File: src/rtl/csbio_pkg.sv
// Purpose: Shared constants and types for the bit-serial I/O execution block
// Assumes: 16-bit words, bit 0 is the most significant bit in numbering
// Notes: Timing counts are in processor clock cycles
package csbio_pkg;

	localparam int          CSBIO_CLK_MHZ      = 100;
	localparam logic [3:0]  CSBIO_EQUAL_BIT    = 4'h2;
	localparam logic [15:0] CSBIO_RET_OPCODE   = 16'h045B;
	localparam logic [3:0]  CSBIO_LINK_REG     = 4'hB;
	localparam logic [3:0]  CSBIO_BASE_REG     = 4'hC;
	localparam logic [4:0]  CSBIO_BYTE_MAX_LEN = 5'h08;
	localparam int          CSBIO_BASE_LSB     = 1;
	localparam int          CSBIO_BASE_W       = 12;
	localparam logic [2:0]  CSBIO_STROBE_DLY   = 3'h1;
	localparam logic [2:0]  CSBIO_STROBE_LEN   = 3'h1;
	localparam logic [2:0]  CSBIO_ADDR_HOLD    = 3'h2;
	// Input ops hold the address until the pin synchroniser has settled
	localparam logic [2:0]  CSBIO_IN_HOLD      = 3'h5;
	localparam logic [15:0] CSBIO_ST_RESET     = 16'h0000;
	localparam logic [15:0] CSBIO_PC_STEP      = 16'h0002;

	typedef enum logic [2:0] {
		CSBIO_OP_NONE     = 3'b000,
		CSBIO_OP_SET_ZERO = 3'b001,
		CSBIO_OP_SET_ONE  = 3'b010,
		CSBIO_OP_TST      = 3'b011,
		CSBIO_OP_LOAD     = 3'b100,
		CSBIO_OP_STORE    = 3'b101
	} csbio_op_t;

	typedef struct packed {
		csbio_op_t   op;
		logic [7:0]  disp;
		logic [15:0] base;
		logic [4:0]  count;
		logic [15:0] data;
	} csbio_req_t;

	typedef struct packed {
		logic [14:0] addr;
		logic        out_bit;
		logic        strobe;
		logic        active;
	} csbio_bus_t;

endpackage

File: src/rtl/csbio_addr_calc.sv
// Purpose: Forms a serial I/O bit address from base register and displacement
// Assumes: Displacement is zero for multibit transfers
// Notes: Purely combinational
`timescale 1ns/100ps
module csbio_addr_calc
	import csbio_pkg::*;
(
	input  wire logic [15:0] i_base,
	input  wire logic [7:0]  i_disp,
	input  wire logic [11:0] i_step,
	output logic      [14:0] o_addr
);
	logic [11:0] base_field;
	logic [11:0] disp_ext;

	always_comb begin
		base_field = i_base[CSBIO_BASE_LSB +: CSBIO_BASE_W]; // RL5
		disp_ext   = {{4{i_disp[7]}}, i_disp}; // RL4
		o_addr     = {3'h0, 12'(base_field + disp_ext + i_step)}; // RL12
	end
endmodule // csbio_addr_calc

File: src/rtl/csbio_branch_unit.sv
// Purpose: Equal-flag jumps and link-register return address
// Assumes: Program counter holds a byte address of the current instruction
// Notes: Combinational helper for the main block
`timescale 1ns/100ps
module csbio_branch_unit
	import csbio_pkg::*;
(
	input  wire logic        i_equal_flag,
	input  wire logic        i_jump_if_equal,
	input  wire logic        i_jump_if_not_equal,
	input  wire logic [15:0] i_pc,
	output logic             o_take,
	output logic      [15:0] o_link
);
	always_comb begin
		o_take = (i_jump_if_equal & i_equal_flag) | (i_jump_if_not_equal & ~i_equal_flag); // RL6 RL7
		o_link = 16'(i_pc + CSBIO_PC_STEP); // RL9
	end
endmodule // csbio_branch_unit

File: src/rtl/csbio_exec.sv
// Purpose: Executes single-bit and multibit serial I/O, flag jumps and link
// Assumes: Requests come from the same clock; peripherals answer in one cycle
// Notes: Serial input is a pin and passes four flip-flops
`timescale 1ns/100ps
// Function
// [RL1] A zero bit instruction drives zero on the output line while its address shows.
// [RL2] A one bit instruction drives one on the output line while its address shows.
// [RL3] A test bit instruction samples the input line into the status equal flag, bit 2.
// [RL4] The single operand is an eight-bit signed displacement, -128 to +127.
// [RL5] The address is the sign-extended displacement plus base register bits 3 to 14.
// [RL6] Jump on equal branches when the tested input was one.
// [RL7] Jump on not equal branches when the tested input was zero.
// [RL8] Multibit transfers of nine or more bits use the whole word.
// [RL9] Branch and link writes the next instruction address to register 11.
// [RL10] Opcode 045B decodes as an indirect branch through register 11.
// [RL11] Transfers of one to eight bits use only the left byte from its low bit.
// [RL12] The top three address lines stay zero during every serial I/O operation.
// [RL13] Output operations raise the strobe for two phases after address is valid.
// [RL14] Peripherals update only on address match with strobe and drive input when addressed.
module csbio_exec
	import csbio_pkg::*;
(
	input  wire logic        i_core_clk,
	input  wire logic        i_rst,
	input  wire logic        i_ce,
	input  wire csbio_req_t  i_req,
	input  wire logic        i_req_valid,
	input  wire logic        i_serial_io_in_line,
	input  wire logic [15:0] i_opcode,
	input  wire logic        i_opcode_valid,
	input  wire logic        i_jump_if_equal,
	input  wire logic        i_jump_if_not_equal,
	input  wire logic        i_branch_and_link,
	input  wire logic [15:0] i_pc,
	output csbio_bus_t       o_bus,
	output logic      [15:0] o_status,
	output logic      [15:0] o_load_data,
	output logic             o_done,
	output logic             o_busy,
	output logic             o_jump_taken,
	output logic             o_link_we,
	output logic      [3:0]  o_link_reg,
	output logic      [15:0] o_link_value,
	output logic             o_return_jump
);
	typedef enum logic [1:0] {
		CSBIO_ST_IDLE  = 2'b00,
		CSBIO_ST_ADDR  = 2'b01,
		CSBIO_ST_STRB  = 2'b10,
		CSBIO_ST_END   = 2'b11
	} csbio_state_t;

	function automatic logic is_output(input csbio_op_t op);
		is_output = (op == CSBIO_OP_SET_ZERO) || (op == CSBIO_OP_SET_ONE) || (op == CSBIO_OP_LOAD);
	endfunction

	function automatic logic is_multi(input csbio_op_t op);
		is_multi = (op == CSBIO_OP_LOAD) || (op == CSBIO_OP_STORE);
	endfunction

	// Pin synchroniser, three stages
	logic [2:0]   in_sync;
	logic [2:0]   next_in_sync;
	logic         in_level;
	logic         next_in_level;

	csbio_state_t state;
	csbio_state_t next_state;
	csbio_req_t   req;
	csbio_req_t   next_req;
	logic [2:0]   tick;
	logic [2:0]   next_tick;
	logic [4:0]   bit_idx;
	logic [4:0]   next_bit_idx;
	logic [15:0]  shreg;
	logic [15:0]  next_shreg;
	logic [15:0]  status;
	logic [15:0]  next_status;
	csbio_bus_t   bus;
	csbio_bus_t   next_bus;
	logic         done;
	logic         next_done;
	logic         jtake;
	logic         next_jtake;
	logic         link_we;
	logic         next_link_we;
	logic [15:0]  link_val;
	logic [15:0]  next_link_val;
	logic         ret_jump;
	logic         next_ret_jump;
	logic         busy;
	logic         next_busy;

	logic [14:0]  cur_addr;
	logic         take;
	logic [15:0]  link_calc;
	logic         word_mode;
	logic [4:0]   len;
	logic [3:0]   src_pos;
	logic [2:0]   hold_last;

	csbio_addr_calc u_addr (
		.i_base (req.base),
		.i_disp (is_multi(req.op) ? 8'h00 : req.disp),
		.i_step ({7'h00, bit_idx}),
		.o_addr (cur_addr)
	);

	csbio_branch_unit u_branch (
		.i_equal_flag        (status[15 - CSBIO_EQUAL_BIT]),
		.i_jump_if_equal     (i_jump_if_equal),
		.i_jump_if_not_equal (i_jump_if_not_equal),
		.i_pc   (i_pc),
		.o_take (take),
		.o_link (link_calc)
	);

	always_comb begin
		next_in_sync  = {in_sync[1:0], i_serial_io_in_line};
		next_in_level = (in_sync[2] == in_sync[1]) ? in_sync[2] : in_level;
	end

	always_ff @(posedge i_core_clk) begin
		if (i_rst) begin
			in_sync  <= 3'h0;
			in_level <= 1'b0;
		end else if (i_ce) begin
			in_sync  <= next_in_sync;
			in_level <= next_in_level;
		end
	end

	always_comb begin
		// Zero length means sixteen bits
		len       = (req.count == 5'h00) ? 5'h10 : req.count;
		word_mode = len > CSBIO_BYTE_MAX_LEN; // RL8
		// Left byte starts at its low end, position 8; a word at position 0
		src_pos   = word_mode ? bit_idx[3:0] : {1'b1, bit_idx[2:0]}; // RL8 RL11
		// Inputs wait out the pin synchroniser on each new address
		hold_last = is_output(req.op) ? CSBIO_ADDR_HOLD - 3'h1 : CSBIO_IN_HOLD - 3'h1; // RL3
	end

	always_comb begin
		next_state    = state;
		next_req      = req;
		next_tick     = tick;
		next_bit_idx  = bit_idx;
		next_shreg    = shreg;
		next_status   = status;
		next_bus      = bus;
		next_done     = 1'b0;
		next_jtake    = take; // RL6 RL7
		next_link_we  = 1'b0;
		next_link_val = link_val;
		next_ret_jump = 1'b0;
		if (i_branch_and_link) begin
			next_link_we  = 1'b1; // RL9
			next_link_val = link_calc; // RL9
		end
		if (i_opcode_valid && (i_opcode == CSBIO_RET_OPCODE)) begin
			next_ret_jump = 1'b1; // RL10
		end
		case (state)
			CSBIO_ST_IDLE: begin
				next_bus = '0;
				if (i_req_valid && (i_req.op != CSBIO_OP_NONE)) begin
					next_req     = i_req;
					next_bit_idx = 5'h00;
					next_tick    = 3'h0;
					next_shreg   = (i_req.op == CSBIO_OP_LOAD) ? i_req.data : 16'h0000;
					next_state   = CSBIO_ST_ADDR;
				end
			end
			CSBIO_ST_ADDR: begin
				next_bus.addr   = cur_addr; // RL5 RL12
				next_bus.active = 1'b1;
				case (req.op)
					CSBIO_OP_SET_ZERO: next_bus.out_bit = 1'b0; // RL1
					CSBIO_OP_SET_ONE: next_bus.out_bit = 1'b1; // RL2
					CSBIO_OP_LOAD: next_bus.out_bit = shreg[src_pos]; // RL11
					default: next_bus.out_bit = 1'b0;
				endcase
				next_tick  = 3'h0;
				next_state = CSBIO_ST_STRB;
			end
			CSBIO_ST_STRB: begin
				next_tick = 3'(tick + 3'h1);
				// Strobe one cycle after address, held one cycle (two phases)
				next_bus.strobe = is_output(req.op) && (tick == CSBIO_STROBE_DLY - 3'h1); // RL13
				if (tick == hold_last) begin
					next_bus.strobe = 1'b0;
					if (req.op == CSBIO_OP_TST) begin
						next_status[15 - CSBIO_EQUAL_BIT] = in_level; // RL3
					end
					if (req.op == CSBIO_OP_STORE) begin
						next_shreg[src_pos] = in_level; // RL8 RL11
					end
					if (is_multi(req.op) && (5'(bit_idx + 5'h01) < len)) begin
						next_bit_idx = 5'(bit_idx + 5'h01);
						next_state   = CSBIO_ST_ADDR;
					end else begin
						next_state = CSBIO_ST_END;
					end
				end
			end
			CSBIO_ST_END: begin
				next_bus   = '0;
				next_done  = 1'b1;
				next_state = CSBIO_ST_IDLE;
			end
			default: next_state = CSBIO_ST_IDLE;
		endcase
		next_busy = (next_state != CSBIO_ST_IDLE);
	end

	always_ff @(posedge i_core_clk) begin
		if (i_rst) begin
			state    <= CSBIO_ST_IDLE;
			req      <= '0;
			tick     <= 3'h0;
			bit_idx  <= 5'h00;
			shreg    <= 16'h0000;
			status   <= CSBIO_ST_RESET;
			bus      <= '0;
			done     <= 1'b0;
			jtake    <= 1'b0;
			link_we  <= 1'b0;
			link_val <= 16'h0000;
			ret_jump <= 1'b0;
			busy     <= 1'b0;
		end else if (i_ce) begin
			state    <= next_state;
			req      <= next_req;
			tick     <= next_tick;
			bit_idx  <= next_bit_idx;
			shreg    <= next_shreg;
			status   <= next_status;
			bus      <= next_bus;
			done     <= next_done;
			jtake    <= next_jtake;
			link_we  <= next_link_we;
			link_val <= next_link_val;
			ret_jump <= next_ret_jump;
			busy     <= next_busy;
		end
	end

	// Registered outputs except the constant link register number; load data is the shift register after a store
	assign o_bus         = bus;
	assign o_status      = status;
	assign o_load_data   = shreg;
	assign o_done        = done;
	assign o_busy        = busy;
	assign o_jump_taken  = jtake;
	assign o_link_we     = link_we;
	assign o_link_reg    = CSBIO_LINK_REG;
	assign o_link_value  = link_val;
	assign o_return_jump = ret_jump;
endmodule // csbio_exec

File: config.mk
export PLATFORM = sky130hd
export DESIGN_NAME = csbio_exec
export DESIGN_NICKNAME = d
export VERILOG_FILES = /design/src/rtl/csbio_pkg.sv /design/src/rtl/csbio_addr_calc.sv /design/src/rtl/csbio_branch_unit.sv /design/src/rtl/csbio_exec.sv
export SDC_FILE = /design/constraint.sdc
export NUM_CORES = 1
export LEC_CHECK = 0
export BUFFER_PORTS_ARGS = -buffer_cell sky130_fd_sc_hd__buf_2
export CORE_ASPECT_RATIO = 0.6
export CORE_UTILIZATION = 30
export DETAILED_ROUTE_END_ITERATION = 8
export PLACE_DENSITY = 0.55
export SYNTH_ARGS = -nofsm -noshare
export SYNTH_HDL_FRONTEND = slang
export SYNTH_SLANG_ARGS = --single-unit
export TNS_END_PERCENT = 50
File: constraint.sdc
create_clock -name i_core_clk -period 7.25 [get_ports i_core_clk]
set_clock_uncertainty 0.05 [all_clocks]
set_input_delay 0.725 -clock i_core_clk [delete_from_list [all_inputs] [get_ports i_core_clk]]
set_output_delay 0.725 -clock i_core_clk [all_outputs]
set_load 0.02 [all_outputs]
==> flow_summary.ini <==
[status]
status = completed

[cells_and_area]
final_common_cell = buf_2
nets = 901
final_cell_area_um2 = 6620
final_cell_mix = 137 x buf_2, 95 x dfxtp_1, 90 x nand2_1, 73 x a21oi_1, 53 x nor2_1
n_antenna_cell = 0
stdcell_count = 1020
syn_to_final_growth_pct = 18.8
layout-drive-gt1-share = 0.231

[global_route]
grt_first_pass_wirelength_um = 24400
grt_pass1_vias = 4514
track_usage = 0.165
antenna_found_initial = 0
grt_max_degree = 91
overflow = 0

[die]
ios = 164
die_y_um = 108
start_util = 0.308
dieArea_um2 = 19100
coreArea_um2 = 18100
die_x_um = 178
rows = 38

[logic_synthesis]
yosys_warnings = 0
syn-cell-area_um2 = 5570
syn_area_per_cell_um2 = 8.48
synth_compound_area_frac = 0.217
ys_seq_elements = 95
muxShareOfSynthArea = 0.0326
synth-xor-area-share = 0.0409
synth_edf_count = 0
synthCells = 657
synth_ff_type = dfxtp_1
synth_top_family_by_area = compound AO/OA/AOI/OAI gates
ys_seq_area_frac = 0.341
synth-adder-area-share = 0.0912
synth-simple-area-share = 0.195
ys_types = 67
synth-async-reset-ratio = 0

[placement]
dp.final_hpwl_um = 11500
numPlacedInstances = 1004
portBuffers = 137
place.gp.congestion = 0.791
placed_area_um2 = 6290

[timing]
max_freq_mhz = 296
worst_slew_pin_slew_ns = 1.14
report.final.slew_viol_count = 0
hold_violations = 0
setup_tns_ns = 0
max-slew-margin-rel = 0.238
grt_setup_unrepaired = no
whs_ns = 0.404
min_period_ns = 3.37
finalCritPeriodShare = 0.465
setup_violations = 0

[critical_path]
cp_max_fo = 11
cp.arrival_ns = 3.56
cp.required_ns = 7.44
crit_path_end_kind = flip-flop
crit_path_start_kind = flip-flop
criticalPathCategory = reg -> reg

[power]
power.leakage_nw = 2.82
p_per_area_nw_per_um2 = 207
peakVddDrop_uv = 133

[clocking]
htree_num_levels = 3
clock_latency_ns = 0.35
post_cts.repair.setup_buffers = 0
cts_tree = built
cts-resized-gates = 0
ctsHoldBuffers = 0
clkSlewWorstSetupHoldPaths_ns = 0.07
cts_made_buffers = 9
cts_max_path_buffers = 2
clock_tree.root_cell = clkbuf_16
cts_sinks = 95

[min_path]
hp-class = reg -> reg

[drt]
via_count = 4914
wl_per_cell_um = 15.2
ant_nets = 0
route.met3.wl_um = 1060
drtIter0Drc = 313
m1WireLength_um = 8340
first_pass_iters = 4
route.met2.wl_um = 6040
top_layer = met4
vias_per_cell = 4.82
drc = 0
routed_wirelength_um = 15500

[job]
maxCapViolCount = 0
==> routing by layer <==
metal  track usage  vias to the layer above
met5             0                        -
li1              -                     2531
met1         0.262                     2243
met4        0.0311                        0
met2         0.215                      135
met3        0.0427                        5
==> sequential cells by signal (all words and copies together) (netlist names) <==
signal / flops
o_load_data: 16
o_link_we: 1
o_busy: 1
state: 2
o_done: 1
tick: 3
o_link_value: 16
o_bus: 15
o_jump_taken: 1
in_sync: 3
bit_idx: 5
o_return_jump: 1
req: 28
o_status: 1
in_level: 1
==> worst max-delay path: stages, from the launching register on <==
cell and delay [ns]:
dfxtp_1 0.41, nand2b_1 0.48, and2_1 0.23, fa_1 0.42
ha_1 0.25, fa_1 0.44, a211oi_1 0.30, o21bai_1 0.14
nand4_1 0.12, o31ai_1 0.09, xnor2_1 0.14, a22o_1 0.19
==> cell families after synthesis <==
logic type / count (synthesis)
and+or+nand+nor: 225
AOI/OAI and AO/OA: 187
DFF: 95
buffers and inverters: 72
adders and majority gates: 37
xor gates and xnor gates: 26
muxes: 13
other: 2
==> final cells by class <==
| cell class | count | area, um^2 |
|---|---|---|
| Multi-Input combinational cell | 510 | 3300 |
| Fill cell | 1983 | 11500 |
| Inverter | 17 | 63.8 |
| Sequential cell | 95 | 1900 |
| Tap cell | 240 | 300 |
| Clock buffer | 11 | 243 |
| Clock inverter | 5 | 81.3 |
| Timing Repair Buffer | 142 | 723 |
==> cell usage after synthesis, types with 2 or more instances <==
library cell | instances | area, um^2
o21ai_0 | 24 | 120
buf_6 | 2 | 22.5
o221ai_1 | 2 | 17.5
a31oi_1 | 2 | 12.5
xnor2_1 | 12 | 105
nor2_1 | 53 | 199
mux2i_1 | 8 | 80.1
o211ai_1 | 2 | 15.0
inv_1 | 16 | 60.1
a311oi_1 | 9 | 78.8
a221oi_1 | 5 | 43.8
nor3_1 | 6 | 30.0
a211oi_1 | 33 | 248
nor2b_1 | 4 | 25.0
a21oi_1 | 73 | 365
o21a_1 | 3 | 22.5
buf_2 | 7 | 35.0
o21ai_1 | 8 | 40.0
a32oi_1 | 2 | 17.5
fa_1 | 6 | 120
clkbuf_1 | 14 | 52.6
o31ai_1 | 2 | 15.0
o31a_1 | 2 | 17.5
and2_1 | 8 | 50.1
nor2_2 | 3 | 18.8
ha_1 | 31 | 388
buf_4 | 23 | 173
nand2b_1 | 11 | 68.8
nand4_1 | 6 | 37.5
conb_1 | 2 | 7.51
clkbuf_8 | 6 | 82.6
nor4bb_1 | 2 | 20.0
a22o_1 | 5 | 43.8
a21o_1 | 5 | 37.5
dfxtp_1 | 95 | 1900
nand2_1 | 90 | 338
buf_1 | 2 | 7.51
nand3_1 | 28 | 140
xor2_1 | 14 | 123
mux4_2 | 4 | 90.1
==> per-stage QoR <==
step / utilization / setup WS, ns / total power (W)
5_1_grt: 0.365 / 3.73 / 0.00143
3_5_place_dp: 0.347 / 3.93 / 0.000852
2_1_floorplan: - / 4.36 / 0.000774
4_1_cts: 0.365 / 3.89 / 0.00138
6_report: 0.365 / 3.88 / 0.00137
3_3_place_gp: 0.347 / 4.01 / 0.000852
==> worst paths after layout <==
kind	from	endpoint	slack (ns)	cells past startpoint
worst min register to register	req[41]$_SDFFE_PP0P_	req[41]$_SDFFE_PP0P_	0.40	2
worst max register to register	req[46]$_SDFFE_PP0P_	o_bus[14]$_SDFFE_PP0P_	3.88	11
worst min-delay path	req[41]$_SDFFE_PP0P_	req[41]$_SDFFE_PP0P_	0.40	2
worst max-delay path	req[46]$_SDFFE_PP0P_	o_bus[14]$_SDFFE_PP0P_	3.88	11
==> report_power, final <==
part	total, W	internal, W	switching (W)	leakage, nW
combinational	0.000264	0.0000959	0.000168	1.89
sequential	0.000577	0.000553	0.0000239	0.775
clock	0.000527	0.000312	0.000214	0.156
total	0.00137	0.000961	0.000406	2.82
No activity file was read; power rests on OpenSTA's default activity.
